==> config.mk <==
export PLATFORM = sky130hd
export DESIGN_NAME = seec_ctrl
export DESIGN_NICKNAME = d
export VERILOG_FILES = /design/src/rtl/seec_pkg.sv /design/src/rtl/seec_ctrl.sv
export SDC_FILE = /design/constraint.sdc
export NUM_CORES = 1
export LEC_CHECK = 0
export BUFFER_PORTS_ARGS = -buffer_cell sky130_fd_sc_hd__buf_2
export CAP_MARGIN = 20
export CORE_AREA = 2 2 148 92
export CTS_BUF_LIST = sky130_fd_sc_hd__clkbuf_4
export DETAILED_ROUTE_END_ITERATION = 8
export DIE_AREA = 0 0 150 94
export PLACE_DENSITY_LB_ADDON = 0.05
export SETUP_SLACK_MARGIN = 0.3
export SLEW_MARGIN = 20
export SYNTH_ARGS = -nofsm -noshare
export SYNTH_HDL_FRONTEND = slang
export SYNTH_HIERARCHICAL = 1
export SYNTH_SLANG_ARGS = --single-unit
==> constraint.sdc <==
create_clock -name clock -period 9.4 [get_ports clock]
set_input_delay 1.88 -clock clock [delete_from_list [all_inputs] [get_ports clock]]
set_output_delay 1.88 -clock clock [all_outputs]
set_load 0.005 [all_outputs]
==> src/rtl/seec_pkg.sv <==
// constants and types for the serial eeprom bus controller (host end)
// assumes one 200 MHz clock; the eeprom sits on scl/sda behind a pull-up
//
// Contract
// - two word address bytes follow write address
// - byte write: data acked, controller then stops
// - page write: more data bytes, ended by stop
// - busy device nacks; controller polls until ack
// - ident write: type 1011b, select bit zero
// - lock command: type 1011b, select one, data bit1
// - reads use direction bit one
// - single read: controller nacks then stops
// - random read: dummy write, restart, read address
// - controller ack continues read; nack ends
// - ident read: select bit zero, stay inside page
// - address byte: type code, straps, direction
package seec_pkg;
  localparam int CLK_NS = 5;
  // a quarter of one 400 kHz scl bit
  localparam int T_QTR_NS = 625;
  localparam int QTR_CYC = (T_QTR_NS + CLK_NS - 1) / CLK_NS;
  localparam int T_WR_MS = 5;
  localparam int WR_CYC = T_WR_MS * 1000000 / CLK_NS;
  localparam logic [3:0] TYPE_MEM = 4'ha;
  localparam logic [3:0] TYPE_ID = 4'hb;
  localparam int IDSEL_BIT = 10;
  localparam int LOCK_BIT = 1;
  localparam logic [7:0] LOCK_DATA = 8'h02;
  localparam logic [7:0] STATUS_DATA = 8'h00;
  localparam int PAGE_BYTES = 64;
  localparam int ADDR_W = 14;
  localparam int FIFO_DEPTH = 8;
  typedef enum logic [2:0] {
    OP_WRITE, OP_READ_CUR, OP_READ_RAND, OP_ID_WRITE,
    OP_ID_READ, OP_LOCK, OP_LOCK_STATUS
  } seec_op_t;
  typedef enum logic [2:0] {
    S_IDLE, S_START, S_BIT, S_LOAD, S_STOP, S_DONE
  } seec_state_t;
  typedef enum logic [2:0] {
    ST_DEVW, ST_AH, ST_AL, ST_WD, ST_DEVR, ST_RD, ST_ABORT
  } seec_stage_t;
endpackage

==> src/rtl/seec_ctrl.sv <==
// host controller that runs eeprom transfers over scl and open-drain sda
// assumes sda is pulled up outside and the command side shares the clock
`timescale 1ns/100ps

// write data buffer; depth must be a power of two
module seec_fifo #(
  parameter int W = 8,
  parameter int D = 8
) (
  input wire logic clock,
  input wire logic rst_n,
  input wire logic in_valid,
  output logic in_ready,
  input wire logic [W-1:0] in_data,
  output logic out_valid,
  input wire logic out_ready,
  output logic [W-1:0] out_data
);
  localparam int AW = $clog2(D);
  logic [W-1:0] mem [D];
  logic [AW:0] wp, rp, next_wp, next_rp;
  assign in_ready = (wp - rp) != (AW+1)'(D);
  assign out_valid = wp != rp;
  assign out_data = mem[rp[AW-1:0]];
  // pointers carry one extra bit so full and empty differ
  always_comb begin
    next_wp = wp + ((in_valid && in_ready) ? 1'b1 : 1'b0);
    next_rp = rp + ((out_valid && out_ready) ? 1'b1 : 1'b0);
  end
  always_ff @(posedge clock or negedge rst_n) begin
    if (!rst_n) begin
      wp <= '0;
      rp <= '0;
    end else begin
      wp <= next_wp;
      rp <= next_rp;
    end
  end
  always_ff @(posedge clock) begin
    if (in_valid && in_ready) begin
      mem[wp[AW-1:0]] <= in_data;
    end
  end
endmodule

module seec_ctrl import seec_pkg::*; #(
  parameter int LEN_W = 8,
  parameter int WR_LIMIT = WR_CYC,
  // clocks per scl quarter; a smaller count gives a faster bus
  parameter int QTR = QTR_CYC
) (
  input wire logic clock,
  input wire logic rst_n,
  input wire logic cmd_valid,
  output logic cmd_ready,
  input wire seec_op_t cmd_op,
  input wire logic [ADDR_W-1:0] cmd_addr,
  input wire logic [LEN_W-1:0] cmd_len,
  input wire logic [2:0] cmd_strap,
  input wire logic wr_valid,
  output logic wr_ready,
  input wire logic [7:0] wr_data,
  output logic [7:0] rd_data,
  output logic rd_valid,
  output logic done,
  output logic fail,
  output logic busy,
  output logic scl,
  input wire logic sda_in,
  output logic sda_out,
  output logic sda_oe
);
  localparam int TW = $clog2(WR_LIMIT + 1);
  seec_state_t state, next_state;
  seec_stage_t stage, next_stage;
  seec_op_t op, next_op;
  logic [ADDR_W-1:0] addr, next_addr;
  logic [2:0] strap, next_strap;
  logic [LEN_W-1:0] cnt, next_cnt;
  logic [7:0] sh, next_sh, next_rd_data, id_room;
  logic [3:0] bitn, next_bit;
  logic [1:0] qtr, next_qtr;
  logic [7:0] div, next_div;
  logic [TW-1:0] tcnt, next_tcnt;
  logic next_scl, drv, next_drv, nack_seen, next_nack_seen;
  logic poll, next_poll, next_fail, next_rd_valid;
  logic sda_m, sda_s, qtick, byte_end, f_valid, f_pop;
  logic [7:0] f_data;
  logic [3:0] op_type;

  seec_fifo #(.W(8), .D(FIFO_DEPTH)) u_fifo (
    .clock(clock), .rst_n(rst_n),
    .in_valid(wr_valid), .in_ready(wr_ready), .in_data(wr_data),
    .out_valid(f_valid), .out_ready(f_pop), .out_data(f_data)
  );

  assign cmd_ready = state == S_IDLE;
  assign busy = state != S_IDLE;
  assign done = state == S_DONE;
  assign sda_out = 1'b0;
  assign sda_oe = drv;
  assign qtick = div == 8'(QTR - 1);
  assign byte_end = qtick && state == S_BIT && qtr == 2'd3 && bitn == 4'd8;
  assign op_type = (op == OP_WRITE || op == OP_READ_CUR ||
                    op == OP_READ_RAND) ? TYPE_MEM : TYPE_ID;
  assign id_room = 8'(PAGE_BYTES) - {2'b00, cmd_addr[5:0]};

  // sequencer and bit engine; each qtick steps one quarter of a bit
  always_comb begin
    next_state = state;
    next_stage = stage;
    next_op = op;
    next_addr = addr;
    next_strap = strap;
    next_cnt = cnt;
    next_sh = sh;
    next_bit = bitn;
    next_qtr = qtr;
    next_scl = scl;
    next_drv = drv;
    next_nack_seen = nack_seen;
    next_poll = poll;
    next_fail = fail;
    next_rd_valid = 1'b0;
    next_rd_data = rd_data;
    next_div = qtick ? 8'h00 : div + 8'h01;
    // write cycle timer runs only while polling
    next_tcnt = poll ? tcnt + 1'b1 : '0;
    f_pop = 1'b0;
    case (state)
      S_IDLE: if (cmd_valid) begin
        next_op = cmd_op;
        next_strap = cmd_strap;
        next_addr = cmd_addr;
        if (cmd_op == OP_LOCK) begin
          next_addr[IDSEL_BIT] = 1'b1;
        end else if (cmd_op >= OP_ID_WRITE) begin
          next_addr[IDSEL_BIT] = 1'b0;
        end
        next_cnt = (cmd_len == '0) ? LEN_W'(1) : cmd_len;
        if (cmd_op == OP_ID_READ && cmd_len > LEN_W'(id_room)) begin
          next_cnt = LEN_W'(id_room);
        end
        if (cmd_op == OP_LOCK || cmd_op == OP_LOCK_STATUS) begin
          next_cnt = LEN_W'(1);
        end
        // current read relies on the device's own address counter
        next_stage = (cmd_op == OP_READ_CUR) ? ST_DEVR : ST_DEVW;
        next_poll = 1'b0;
        next_fail = 1'b0;
        next_qtr = 2'd0;
        next_state = S_START;
      end
      S_START: if (qtick) begin
        next_qtr = qtr + 2'd1;
        case (qtr)
          2'd0: begin
            next_scl = 1'b0;
            next_drv = 1'b0;
          end
          2'd1: next_scl = 1'b1;
          2'd2: next_drv = 1'b1;
          default: begin
            next_scl = 1'b0;
            next_bit = 4'd0;
            if (stage == ST_ABORT) begin
              next_state = S_STOP;
            end else begin
              next_sh = {op_type, strap, stage == ST_DEVR};
              next_state = S_BIT;
            end
          end
        endcase
      end
      S_BIT: if (qtick) begin
        next_qtr = qtr + 2'd1;
        case (qtr)
          2'd0: begin
            next_scl = 1'b0;
            if (bitn == 4'd8) begin
              // ninth clock: we ack read bytes except the last
              next_drv = stage == ST_RD && cnt != LEN_W'(1);
            end else begin
              next_drv = stage != ST_RD && !sh[7];
            end
          end
          2'd1: next_scl = 1'b1;
          2'd2: if (bitn == 4'd8) begin
            next_nack_seen = sda_s;
          end else begin
            next_sh = {sh[6:0], sda_s};
          end
          default: begin
            next_scl = 1'b0;
            if (bitn != 4'd8) begin
              next_bit = bitn + 4'd1;
            end else begin
              next_bit = 4'd0;
              next_drv = 1'b0;
              case (stage)
                ST_DEVW: if (nack_seen) begin
                  next_fail = !poll;
                  next_state = S_STOP;
                end else if (poll) begin
                  next_poll = 1'b0;
                  next_state = S_STOP;
                end else begin
                  next_stage = ST_AH;
                  next_sh = {2'b00, addr[13:8]};
                end
                ST_AH: if (nack_seen) begin
                  next_fail = 1'b1;
                  next_state = S_STOP;
                end else begin
                  next_stage = ST_AL;
                  next_sh = addr[7:0];
                end
                ST_AL: if (nack_seen) begin
                  next_fail = 1'b1;
                  next_state = S_STOP;
                end else if (op == OP_READ_RAND || op == OP_ID_READ) begin
                  next_stage = ST_DEVR;
                  next_state = S_START;
                end else begin
                  next_stage = ST_WD;
                  next_state = S_LOAD;
                end
                ST_WD: if (nack_seen) begin
                  // locked ident page refuses data, no write cycle
                  next_fail = 1'b1;
                  next_state = S_STOP;
                end else if (cnt == LEN_W'(1)) begin
                  if (op == OP_LOCK_STATUS) begin
                    // restart instead of stop so nothing is programmed
                    next_stage = ST_ABORT;
                    next_state = S_START;
                  end else begin
                    next_poll = 1'b1;
                    next_state = S_STOP;
                  end
                end else begin
                  next_cnt = cnt - LEN_W'(1);
                  next_state = S_LOAD;
                end
                ST_DEVR: if (nack_seen) begin
                  next_fail = 1'b1;
                  next_state = S_STOP;
                end else begin
                  next_stage = ST_RD;
                end
                ST_RD: begin
                  next_rd_valid = 1'b1;
                  next_rd_data = sh;
                  if (cnt == LEN_W'(1)) begin
                    next_state = S_STOP;
                  end else begin
                    next_cnt = cnt - LEN_W'(1);
                  end
                end
                default: next_state = S_STOP;
              endcase
            end
          end
        endcase
      end
      // scl is held low here, so an empty buffer just stretches the bit
      S_LOAD: if (op == OP_LOCK) begin
        next_sh = LOCK_DATA;
        next_state = S_BIT;
      end else if (op == OP_LOCK_STATUS) begin
        next_sh = STATUS_DATA;
        next_state = S_BIT;
      end else if (f_valid) begin
        f_pop = 1'b1;
        next_sh = f_data;
        next_state = S_BIT;
      end
      S_STOP: if (qtick) begin
        next_qtr = qtr + 2'd1;
        case (qtr)
          2'd0: begin
            next_scl = 1'b0;
            next_drv = 1'b1;
          end
          2'd1: next_scl = 1'b1;
          2'd2: next_drv = 1'b0;
          default: if (poll && tcnt < TW'(WR_LIMIT)) begin
            next_stage = ST_DEVW;
            next_state = S_START;
          end else begin
            next_fail = fail || poll;
            next_poll = 1'b0;
            next_state = S_DONE;
          end
        endcase
      end
      S_DONE: next_state = S_IDLE;
      default: next_state = S_IDLE;
    endcase
  end

  // registers only; sda passes two flops before the engine sees it
  always_ff @(posedge clock or negedge rst_n) begin
    if (!rst_n) begin
      state <= S_IDLE;
      stage <= ST_DEVW;
      op <= OP_WRITE;
      addr <= '0;
      strap <= 3'h0;
      cnt <= '0;
      sh <= 8'h00;
      bitn <= 4'h0;
      qtr <= 2'h0;
      div <= 8'h00;
      tcnt <= '0;
      scl <= 1'b1;
      drv <= 1'b0;
      nack_seen <= 1'b1;
      poll <= 1'b0;
      fail <= 1'b0;
      rd_valid <= 1'b0;
      rd_data <= 8'h00;
      sda_m <= 1'b1;
      sda_s <= 1'b1;
    end else begin
      state <= next_state;
      stage <= next_stage;
      op <= next_op;
      addr <= next_addr;
      strap <= next_strap;
      cnt <= next_cnt;
      sh <= next_sh;
      bitn <= next_bit;
      qtr <= next_qtr;
      div <= next_div;
      tcnt <= next_tcnt;
      scl <= next_scl;
      drv <= next_drv;
      nack_seen <= next_nack_seen;
      poll <= next_poll;
      fail <= next_fail;
      rd_valid <= next_rd_valid;
      rd_data <= next_rd_data;
      sda_m <= sda_in;
      sda_s <= sda_m;
    end
  end

  a_ack_release: assert property (@(posedge clock) disable iff (!rst_n)
    (state == S_BIT && bitn == 4'd8 && stage != ST_RD && qtr != 2'd0)
    |-> !sda_oe) else $error("sda driven in device ack slot");
  a_addr_follow: assert property (@(posedge clock) disable iff (!rst_n)
    (byte_end && stage == ST_DEVW && !nack_seen && !poll)
    |=> (stage == ST_AH && sh == {2'b00, addr[13:8]}))
    else $error("high address byte did not follow");
  a_last_stop: assert property (@(posedge clock) disable iff (!rst_n)
    (byte_end && stage == ST_WD && !nack_seen && cnt == LEN_W'(1) &&
     op != OP_LOCK_STATUS) |=> (state == S_STOP && poll))
    else $error("last write byte not ended by stop");
  a_poll_retry: assert property (@(posedge clock) disable iff (!rst_n)
    (state == S_STOP && qtick && qtr == 2'd3 && poll &&
     tcnt < TW'(WR_LIMIT)) |=> (state == S_START && stage == ST_DEVW))
    else $error("poll did not restart");
  a_id_select: assert property (@(posedge clock) disable iff (!rst_n)
    (stage == ST_AH && (op == OP_ID_WRITE || op == OP_ID_READ ||
     op == OP_LOCK_STATUS)) |-> !addr[IDSEL_BIT])
    else $error("ident select bit set");
  a_lock_data: assert property (@(posedge clock) disable iff (!rst_n)
    (state == S_BIT && stage == ST_WD && op == OP_LOCK && bitn == 4'd0 &&
     qtr == 2'd0) |-> (sh[LOCK_BIT] && addr[IDSEL_BIT]))
    else $error("lock command malformed");
  a_read_dir: assert property (@(posedge clock) disable iff (!rst_n)
    (state == S_BIT && stage == ST_DEVR && bitn == 4'd0 && qtr == 2'd0)
    |-> sh[0]) else $error("read address without read direction");
  a_read_nack: assert property (@(posedge clock) disable iff (!rst_n)
    (state == S_BIT && stage == ST_RD && bitn == 4'd8 && qtr != 2'd0)
    |-> (sda_oe == (cnt != LEN_W'(1))))
    else $error("wrong ack on read byte");
  a_rand_restart: assert property (@(posedge clock) disable iff (!rst_n)
    (byte_end && stage == ST_AL && !nack_seen && op == OP_READ_RAND)
    |=> (state == S_START && stage == ST_DEVR))
    else $error("random read missing restart");
  a_dev_byte: assert property (@(posedge clock) disable iff (!rst_n)
    (state == S_BIT && (stage == ST_DEVW || stage == ST_DEVR) &&
     bitn == 4'd0 && qtr == 2'd0) |-> (sh[7:1] == {op_type, strap}))
    else $error("device address byte malformed");
endmodule

; After elaboration in Yosys (flattened, before gate mapping)
; Memory sizes are Yosys's and may differ from the RTL's.
; Cells that the tools add are included.
[word_totals]
regBits = 100
ram_bits = 64
input_bits = 41
out_inout_bits = 17
word_cells = 291
n_memories = 1
[op_classes]
addsub = 9
magnitude_cmp = 3
n_eq_ne = 75
mux = 133
bitwise = 2
reduce_logical = 46
[mem_list]
columns = name, words, width, read_ports, rd_ports_with_merged_regs, write_ports, line
row1 = u_fifo.mem, 8, 8, 1, 0, 1, seec_ctrl.sv:20  ; logic [W-1:0] mem [D];
[op_table]
columns = cell, count
row1 = 8-bit 2-to-1 mux, 22
row2 = 3-bit 2-to-1 mux, 38
row3 = 8-bit case mux with 2 select lines, 4
row4 = 3-bit inequality test (second input constant), 17
row5 = 3-bit case mux with 5 select lines, 3
row6 = 1-bit 2-to-1 mux, 42
row7 = 3-bit equality test (second input constant), 11
row8 = 2-bit inequality test (second input constant), 14
row9 = 13-bit AND reduction, 2
row10 = 4-bit inequality test (second input constant), 6
row11 = 8-bit case mux with 3 select lines, 1
row12 = 20-bit by 1-bit adder with 20-bit output (second input constant), 1
row13 = 20-bit less-than comparator (second input constant), 1
row14 = 20-bit 2-to-1 mux, 1
row15 = 4-bit 2-to-1 mux, 5
row16 = 17-bit AND reduction, 1
row17 = 1-bit case mux with 2 select lines, 8
row18 = 3-bit by 2-bit equality test with 1-bit output (second input constant), 5
row19 = 5-bit AND reduction, 3
row20 = 3-bit by 1-bit equality test with 1-bit output (second input constant), 4
row21 = 3-bit by 2-bit inequality test with 1-bit output (second input constant), 4
row22 = 12-bit AND reduction, 1
row23 = 3-bit nonzero test, 4
row24 = 11-bit AND reduction, 1
row25 = other kinds (42), 69

; Logic depth before layout (Yosys ltp)
; Gate-level depths: netlist (run 1).
[depth]
depth_word = 9
ltp_mapped = 12

; Cells and area by module
; The synthesis (run 1) kept the hierarchy.
[modules_own_cells]
columns = mod, instances, cells_each, area_per_inst_um2
row1 = seec_ctrl, 1, 572, 5577.8
row2 = seec_fifo, 1, 159, 2929.1

; Least setup slack after synthesis (run 1)
; Ideal clock, no wire load.
[synth_path]
path_type = in2reg
start = in cmd_addr[2]
end = reg cnt[4]
setup_ns = 0.126
t_arrival_ns = 4.146
slack_ns = 5.127
cell_stages = 10
n_path_buf = 0
path_cell_list = nor3_1 > nor3b_1 > xor2_1 > ha_1 > and4b_1 > a211oi_1 > a31oi_4 > mux2i_1 > nor2b_1 > a311o_1
[synth_between]
elab_chain_len = 7
[synth_lines]
columns = item, line
row1 = "start, declared", seec_ctrl.sv:57  ; input wire logic [ADDR_W-1:0] cmd_addr,
row2 = 7-bit by 6-bit subtractor with 8-bit output (*), seec_ctrl.sv:106  ; assign id_room = 8'(PAGE_BYTES) - {2'b00, cmd_addr[5:0]};
row3 = 8-bit greater-than comparator, seec_ctrl.sv:141  ; if (cmd_op == OP_ID_READ && cmd_len > LEN_W'(id_room)) begin
row4 = 1-bit logical AND, seec_ctrl.sv:141
row5 = 8-bit 2-to-1 mux (*), seec_ctrl.sv:141
row6 = 8-bit 2-to-1 mux (*), seec_ctrl.sv:144  ; if (cmd_op == OP_LOCK || cmd_op == OP_LOCK_STATUS) begin
row7 = 8-bit 2-to-1 mux (*), seec_ctrl.sv:131  ; S_IDLE: if (cmd_valid) begin
row8 = 8-bit case mux with 2 select lines (*), seec_ctrl.sv:130  ; case (state)
row9 = "end signal, assigned", seec_ctrl.sv:331  ; cnt <= next_cnt;
row10 = "end, declared", seec_ctrl.sv:79  ; logic [LEN_W-1:0] cnt, next_cnt;
; Every way passes the cells marked *; elsewhere a longest branch is shown, timed or not. The select of a mux whose other input is x is not followed.
; A chain may end at the register's enable or synchronous reset.

; Worst setup path after layout (run 1)
[layout_path]
start = reg u_fifo.rp[1]
end = out wr_ready
[layout_between]
elab_chain_len = 2
[layout_lines]
columns = item, line
row1 = "start, declared", seec_ctrl.sv:21  ; logic [AW:0] wp, rp, next_wp, next_rp;
row2 = "start signal, assigned", seec_ctrl.sv:36  ; rp <= next_rp;
row3 = 4-bit subtractor, seec_ctrl.sv:22  ; assign in_ready = (wp - rp) != (AW+1)'(D);
row4 = 4-bit inequality test, seec_ctrl.sv:22
row5 = "end, declared", seec_ctrl.sv:61  ; output logic wr_ready,
; No other way between the ends.

==> tab_implementation.tex, run 1 <==
\begin{tabular}{lr}
\hline
Metric & Value \\
\hline
\multicolumn{2}{l}{\textbf{Run status}} \\
\quad Status & completed \\
\multicolumn{2}{l}{\textbf{Synth}} \\
\quad Synthesized area per cell & 11.6 µm² \\
\quad Number of warning messages in the yosys log & 6 \\
\quad Top cells by area in the synthesized netlist & dfrtp\_1, edfxtp\_1, mux2\_2 \\
\quad Post-Syn Nets & 798 \\
\quad Synthesized area & 8510 µm² \\
\quad Most instantiated cells after synthesis & dfrtp\_1, edfxtp\_1, nand2\_1 \\
\quad Post-synthesis register bit count & $\sim$160 \\
\quad Top FF cell, synth & dfrtp\_1 \\
\quad EDFF count, synth & 64 \\
\quad Post-synthesis sequential area ratio & a little over half \\
\quad Fraction of registers with async set/reset & 61.0\% \\
\quad Share of Yosys cell area claimed by the top area cell type & 28.2\% \\
\quad Gate count after technology mapping & 731 \\
\quad Unique masters post-synth & 83 \\
\quad Cell with the most instances after synthesis & dfrtp\_1 \\
\quad Biggest area consumer among synthesized cells & dfrtp\_1 \\
\multicolumn{2}{l}{\textbf{Global route}} \\
\quad Global route overflow & 0 \\
\quad Maximum number of pins on one net before global-route repair & 73 \\
\quad Vias in the first global route & 6022 \\
\quad Tot GR Track Use & 29.3\% \\
\quad Antenna violations before repair & 0 \\
\quad Global-route wire length before repair & 31200 µm \\
\multicolumn{2}{l}{\textbf{Flow run}} \\
\quad Number of max-capacitance violations reported & 0 \\
\multicolumn{2}{l}{\textbf{Clocking}} \\
\quad Gates resized, CTS repair & 0 \\
\quad H-tree lvl count & 4 \\
\quad TritonCTS clock tree & done \\
\quad Hold buffers post-CTS & 0 \\
\quad \# Post-CTS Setup Buffers & 0 \\
\quad Number of sinks on the clock net & 164 \\
\quad Worst skew pair latency & 0.56 ns \\
\quad Clock-pin slew on the worst setup and hold paths & 0.14 ns \\
\quad Cts bufs inserted & 17 \\
\quad Max clock buf depth & 2 \\
\quad Master cell of the clock root buffer & clkbuf\_4 \\
\multicolumn{2}{l}{\textbf{Critical path}} \\
\quad Arr. time, crit path & 2.99 ns \\
\quad Endpoint kind of the worst setup timing path & output port \\
\quad Largest delay share family, worst path & flip-flops \\
\quad Delay contributed by the slowest stage of the critical path & 0.94 ns \\
\quad Required time of the critical path & 7.52 ns \\
\quad Category of the critical setup timing path & reg -> out \\
\quad Startpoint types & register \\
\quad Critical path buffer and inverter count & 3 \\
\quad Ordered list of cells on the worst path & inv\_1 > ha\_1 > nand3b\_1 > and3b\_1 > nor4\_4 > inv\_2 > buf\_2 \\
\quad Register-to-Register Setup Slack & 6.09 ns \\
\quad Crit path max fanout & 19 \\
\quad Master of the slowest instance on the critical path & dfrtp\_1 \\
\multicolumn{2}{l}{\textbf{Finish}} \\
\quad Number of standard cells in the final layout excluding fillers & 964 \\
\quad Utilization after layout & 72.8\% \\
\quad Fill cell total of the finished layout & approximately 900 \\
\quad Fraction of final layout cells sized beyond drive strength 1 & between 20 and 25\% \\
\quad Layout area overhead & 8.31\% \\
\quad Nets@finish & 848 \\
\quad Diode count & 0 \\
\multicolumn{2}{l}{\textbf{Power}} \\
\quad Tot Pwr & 2.45 mW \\
\quad Worst vdd ir & 0.000176 V \\
\quad Total power divided by cell area & 266 nW/µm² \\
\quad Clock share of power & around 18\% \\
\quad Internal power & 1.49 mW \\
\quad Combinational fraction of design power & roughly two fifths \\
\quad Sw Pwr & 966 µW \\
\quad Sequential fraction of design power & 44.1\% \\
\quad Switch share & about 39\% \\
\quad Leak pwr & 3.74 nW \\
\multicolumn{2}{l}{\textbf{Floorplan}} \\
\quad Total die area & roughly 14000 µm² \\
\quad Die Span Y & around 94 µm \\
\quad IO Count & between 50 and 60 \\
\quad Effective utilization at floorplan & between 60\% and 70\% \\
\quad Core box area & 12700 µm² \\
\quad Die Span X & $\sim$150 µm \\
\quad Std-Cell Rows & 32 \\
\multicolumn{2}{l}{\textbf{Timing}} \\
\quad Final setup fails & 0 \\
\quad Final period utilization & between 50\% and 60\% \\
\quad Final max-slew violation count & 0 \\
\quad Slew at the pin closest to its max-slew limit & 1.01 ns \\
\quad Clock Skew & 0.0187 ns \\
\quad Max\_slew headroom & approximately a third \\
\quad Aggregate negative setup slack & 0 ns \\
\quad RSZ-0062 raised after global routing & false \\
\quad Max Freq & 205 MHz \\
\quad Shortest period the worst path allows & 4.87 ns \\
\quad Number of endpoints with negative hold slack in the final report & 0 \\
\multicolumn{2}{l}{\textbf{Drt}} \\
\quad Final wirelength & just under 20000 µm \\
\quad Residual DRC count & 0 \\
\quad Residual antenna-violating net count after detailed routing & 0 \\
\quad Number of iterations in the first detailed-routing pass & 6 \\
\quad DRC violation total after the first TritonRoute iteration & approximately 700 \\
\quad Vias per inst & 6.34 \\
\quad Average wire length per cell after detail routing & around 20 µm \\
\quad Count of vias placed by the detailed router & 6115 \\
\multicolumn{2}{l}{\textbf{Placement}} \\
\quad Global placer's final weighted congestion & 0.978 \\
\quad Placed cells & 932 \\
\quad Placed wire-length estimate after detailed placement & between 10000 and 15000 µm \\
\quad IO buf count & 56 \\
\multicolumn{2}{l}{\textbf{Hold path}} \\
\quad Worst min path class & reg -> reg \\
\hline
\end{tabular}
==> layer usage <==
metal,vias up,global-route usage [%],routed length (µm)
li1,2789,-,-
met1,3019,43.8,9000
met2,272,44.4,8500
met3,35,5.87,1490
met4,0,7.08,240
met5,-,0,0
==> final timing paths <==
path | from | end | depth (start not counted)
max in group asynchronous | rst_n | bitn[3] | 2
min in group asynchronous | rst_n | rd_data[4] | 1
hold / removal | sda_m | sda_s | 0
setup / recovery | u_fifo/rp[1] | wr_ready | 7
hold reg to reg | sda_m | sda_s | 0
setup reg to reg | state[0] | cnt[5] | 6
==> area by class of cell <==
| cell class | instances | area (µm²) | area share, % |
|---|---|---|---|
| clock buffers | 17 | 128 | 1.39 |
| clock inverters | 15 | 170 | 1.85 |
| inverters | 31 | 116 | 1.26 |
| multi-input cells | 504 | 3820 | 41.5 |
| flip-flops and latches | 164 | 4430 | 48.1 |
| well taps | 170 | 213 | 2.31 |
| repair buffers | 63 | 335 | 3.64 |
==> power by group through the flow <==
stage / logic [mW] / clock network (mW) / registers [mW]
floorplan: 0.765 / 0 / 0.980
global placement: 0.887 / 0 / 1.08
detailed placement: 0.924 / 0 / 1.09
CTS: 0.928 / 0.444 / 1.07
global route: 1.03 / 0.470 / 1.10
finish: 0.937 / 0.434 / 1.08
==> flip-flops by register name, indices dropped and copies added, names as in the netlist, 8 cells and up <==
register,count
cnt,8
u_fifo/mem,64
addr,14
tcnt,20
rd_data,8
sh,8
div,8
==> cells by family (layout without fill, tap and decap cells) <==
logic type                 count (synthesis)  in the layout  share of synthesized area (%)
xor gates and xnor gates                  36             36                           3.71
buffers and inverters                     63            126                           3.12
DFF                                      164            164                           52.1
muxes                                     75             75                           11.8
adders and majority gates                 26             26                           3.82
AOI/OAI and AO/OA                        127            127                           10.5
other                                      1              1                         0.0441
and+or+nand+nor                          239            239                           14.9
==> cells in the final DEF, fill, tap and decap left out, types with 6 or more instances in the layout <==
master	count
nand3_1	23
o21ai_0	35
a21oi_1	26
mux2_2	44
nor3_1	18
xnor2_1	14
mux2i_1	15
ha_1	26
buf_4	8
nor2b_1	14
mux4_2	16
nand2b_1	10
a211oi_1	6
clkbuf_4	17
xor2_1	22
and2_1	9
nor2_1	54
inv_1	28
nand4_1	8
nand2_1	59
o21a_1	6
dfrtp_1	96
buf_2	55
edfxtp_1	64
==> stage by stage <==
stage,hold slack (ns),cell area [µm²],setup slack (ns)
6_report,0.373,9210,4.53
5_1_grt,0.395,9210,4.35
4_1_cts,0.373,9210,4.52
3_5_place_dp,0.356,8920,4.70
3_3_place_gp,0.348,8920,4.79
2_1_floorplan,0.345,8510,5.13
No activity file was read; power rests on OpenSTA's default activity.
==> inputs of run 2 (changes only) <==
- ABC_AREA: not set -> 1
- CORE_AREA: 2 2 148 92 -> 2 2 163 101
- DIE_AREA: 0 0 150 94 -> 0 0 165 103
- clock period: 9.4 -> 4.4 ns (I/O delays scaled with it)
==> run 2 against run 1 <==
- non-clock buffer count decreased by 3
- sequential share of layout area decreased by 1.3 points
- sequential power increased by 100%
- clock-buffer cell count unchanged
- synthesized cell count increased by 46%
- first-iteration DRC count decreased by 3.4%
- power increased by 120%
- critical path type unchanged
- largest cell class unchanged
==> tab_implementation.tex, run 2 <==
\begin{tabular}{lr}
\hline
Metric & Value \\
\hline
\multicolumn{2}{l}{\textbf{Synth}} \\
\quad Cell with the most instances after synthesis & nand2\_1 \\
\quad Most instantiated cells after synthesis & nand2\_1, nor2\_1, inv\_1 \\
\quad Post-synthesis register bit count & 164 \\
\quad Unique masters post-synth & between 40 and 50 \\
\quad Synthesized area & 8740 µm² \\
\quad Synthesized area per cell & 8.17 µm² \\
\quad Biggest area consumer among synthesized cells & dfrtp\_1 \\
\quad Fraction of registers with async set/reset & 61.0\% \\
\quad EDFF count, synth & 64 \\
\quad Gate count after technology mapping & about 1.1k \\
\quad Number of warning messages in the yosys log & 6 \\
\quad Post-synthesis sequential area ratio & 50.7\% \\
\quad Share of Yosys cell area claimed by the top area cell type & 27.5\% \\
\quad Post-Syn Nets & 1137 \\
\quad Top cells by area in the synthesized netlist & dfrtp\_1, edfxtp\_1, nand2\_1 \\
\quad Top FF cell, synth & dfrtp\_1 \\
\multicolumn{2}{l}{\textbf{Placement}} \\
\quad IO buf count & 56 \\
\quad Placed wire-length estimate after detailed placement & about 15000 µm \\
\quad Area post-placement & 9190 µm² \\
\quad Pre-CTS setup slack & 1.11 ns \\
\quad Placed cells & $\sim$1.3k \\
\quad Global placer's final weighted congestion & between 0.9 and 1 \\
\multicolumn{2}{l}{\textbf{Drt}} \\
\quad DRC violation total after the first TritonRoute iteration & 677 \\
\quad Final wirelength & 20700 µm \\
\quad Max Used Layer & met4 \\
\quad Residual antenna-violating net count after detailed routing & 0 \\
\quad Number of iterations in the first detailed-routing pass & 5 \\
\quad Routed length on met3 & 1620 µm \\
\quad Residual DRC count & 0 \\
\quad Vias per inst & 5.45 \\
\quad Average wire length per cell after detail routing & 15.4 µm \\
\quad Count of vias placed by the detailed router & 7322 \\
\quad Routed wl met2 & $\sim$7600 µm \\
\quad Routed metal-1 wirelength & about 11000 µm \\
\multicolumn{2}{l}{\textbf{Timing}} \\
\quad Number of endpoints with negative hold slack in the final report & 0 \\
\quad RSZ-0062 raised after global routing & false \\
\quad Slew at the pin closest to its max-slew limit & 0.885 ns \\
\quad Final max-slew violation count & 0 \\
\quad Max Freq & 268 MHz \\
\quad Max\_slew headroom & a little over 40\% \\
\quad Crit path setup slack, layout & $\sim$0.67 ns \\
\quad Final period utilization & 84.7\% \\
\quad Clock Skew & roughly 0.015 ns \\
\quad Shortest period the worst path allows & approximately 3.7 ns \\
\quad Aggregate negative setup slack & 0 ns \\
\quad Final setup fails & 0 \\
\multicolumn{2}{l}{\textbf{Global route}} \\
\quad Antenna violations before repair & 0 \\
\quad Maximum number of pins on one net before global-route repair & 66 \\
\quad Global route overflow & 0 \\
\quad Tot GR Track Use & around a quarter \\
\quad Global-route wire length before repair & 33500 µm \\
\quad Vias in the first global route & 6355 \\
\multicolumn{2}{l}{\textbf{Clocking}} \\
\quad Hold buffers post-CTS & 0 \\
\quad \# Post-CTS Setup Buffers & 0 \\
\quad Clock-pin slew on the worst setup and hold paths & 0.14 ns \\
\quad Cts bufs inserted & 17 \\
\quad Worst skew pair latency & 0.57 ns \\
\quad TritonCTS clock tree & done \\
\quad Max clock buf depth & 2 \\
\quad Number of sinks on the clock net & 164 \\
\quad Gates resized, CTS repair & 0 \\
\quad H-tree lvl count & 4 \\
\quad Master cell of the clock root buffer & clkbuf\_4 \\
\multicolumn{2}{l}{\textbf{Critical path}} \\
\quad Delay contributed by the slowest stage of the critical path & 0.76 ns \\
\quad Category of the critical setup timing path & reg -> out \\
\quad Master of the slowest instance on the critical path & dfrtp\_1 \\
\quad Ordered list of cells on the worst path & inv\_1 > ha\_1 > nand2\_1 > nand2\_1 > nand2\_1 > nand2\_1 > nand2\_1 > inv\_1 > nand2\_1 > buf\_2 \\
\quad Crit path max fanout & 19 \\
\quad Arr. time, crit path & 2.85 ns \\
\quad Most frequent CP cell & nand2\_1 \\
\quad Endpoint kind of the worst setup timing path & output port \\
\quad Required time of the critical path & 3.52 ns \\
\quad Startpoint types & register \\
\multicolumn{2}{l}{\textbf{Run status}} \\
\quad Status & completed \\
\multicolumn{2}{l}{\textbf{Floorplan}} \\
\quad Total die area & roughly 17000 µm² \\
\quad IO Count & 58 \\
\quad Die Span Y & roughly 100 µm \\
\quad Core box area & 15700 µm² \\
\quad Std-Cell Rows & 36 \\
\quad Effective utilization at floorplan & 55.6\% \\
\quad Die Span X & 165 µm \\
\multicolumn{2}{l}{\textbf{Power}} \\
\quad Tot Pwr & 5.33 mW \\
\quad Worst vdd ir & 0.000310 V \\
\quad Total power divided by cell area & 563 nW/µm² \\
\quad Leak pwr & roughly 4.5 nW \\
\multicolumn{2}{l}{\textbf{Finish}} \\
\quad Diode count & 0 \\
\quad Non-Filler Cell Area, Final & 9470 µm² \\
\quad Number of standard cells in the final layout excluding fillers & 1344 \\
\quad Fill cell total of the finished layout & between 1k and 1.5k \\
\quad Fraction of final layout cells sized beyond drive strength 1 & 11.2\% \\
\quad Commonest cells after routing, fill and taps aside & nand2\_1, nor2\_1, inv\_1 \\
\quad Layout area overhead & 8.27\% \\
\quad Flip-flop count of the largest register after layout & 64 \\
\quad Nets@finish & roughly 1.2k \\
\quad Commonest non-fill, non-tap cell in the layout & nand2\_1 \\
\multicolumn{2}{l}{\textbf{Hold path}} \\
\quad Worst min path class & reg -> reg \\
\multicolumn{2}{l}{\textbf{Flow run}} \\
\quad Number of max-capacitance violations reported & 0 \\
\hline
\end{tabular}
-- run 2: changes by cell type after synthesis, moves of 14 or more --
cell and change:
o21ai_0 +27, o22ai_1 +17, inv_1 +78, nor2b_1 -14, mux2i_1 -15, o21ai_1 +17
nand3_1 +71, nand2_1 +224, a21oi_1 +20, mux2_2 -44, mux4_2 -16, nor2_1 +72
-- run 2: layout make-up --
class / instances / area [µm²] / share of cell area (%)
Multi-Input combinational cell: 764 / 3760 / 39.7
Clock buffer: 17 / 128 / 1.35
Clock inverter: 15 / 146 / 1.55
Sequential cell: 164 / 4430 / 46.8
Timing Repair Buffer: 60 / 313 / 3.30
Tap cell: 209 / 262 / 2.76
Inverter: 115 / 432 / 4.56
-- run 2: kinds of logic after synthesis --
group                    share of synthesized area [%]
XOR/XNOR                                          1.40
buffers and inverters                             6.37
AO/OA/AOI/OAI                                     10.4
flip-flops                                        50.7
AND/OR/NAND/NOR                                   27.4
other                                           0.0429
adder cells (fa/ha/maj)                           3.72
-- run 2: per-stage QoR --
step | utilization, % | hold slack [ns]
floorplan | - | 0.345
global placement | 58.5 | 0.355
detailed placement | 58.5 | 0.351
CTS | 60.2 | 0.341
global route | 60.2 | 0.335
finish | 60.2 | 0.371
-- run 2: layer usage --
metal	global-route usage (%)	vias to the layer above
met4	6.15	0
met5	0	-
li1	-	3650
met2	32.0	274
met3	4.51	17
met1	44.2	3381
-- run 2: power breakdown --
part / total [mW] / internal (mW) / switching (mW) / leakage (nW)
clock: 0.891 / 0.296 / 0.595 / 0.145
sequential: 2.19 / 1.93 / 0.268 / 1.87
combinational: 2.24 / 0.701 / 1.54 / 2.46
total: 5.33 / 2.92 / 2.41 / 4.47
-- run 2: worst max-delay path, delay by kind of cell (launching register included) --
family	cells	cell delay [ns]
adders and majority gates	1	0.42
and+or+nand+nor	6	0.46
buffers and inverters	3	0.63
DFF	1	0.76
-- run 2: path summary, 6_finish.rpt --
path                              startpoint          endpoint  slack [ns]  depth (start not counted)
worst max register to register  u_fifo/rp[1]  u_fifo/mem[1][2]        1.15                          9
worst min register to register         sda_m             sda_s        0.37                          0
worst max-delay path            u_fifo/rp[1]          wr_ready        0.67                         10
worst min-delay path                   sda_m             sda_s        0.37                          0
max in group asynchronous              rst_n             sda_m        3.15                          2
min in group asynchronous              rst_n        rd_data[2]        0.40                          1
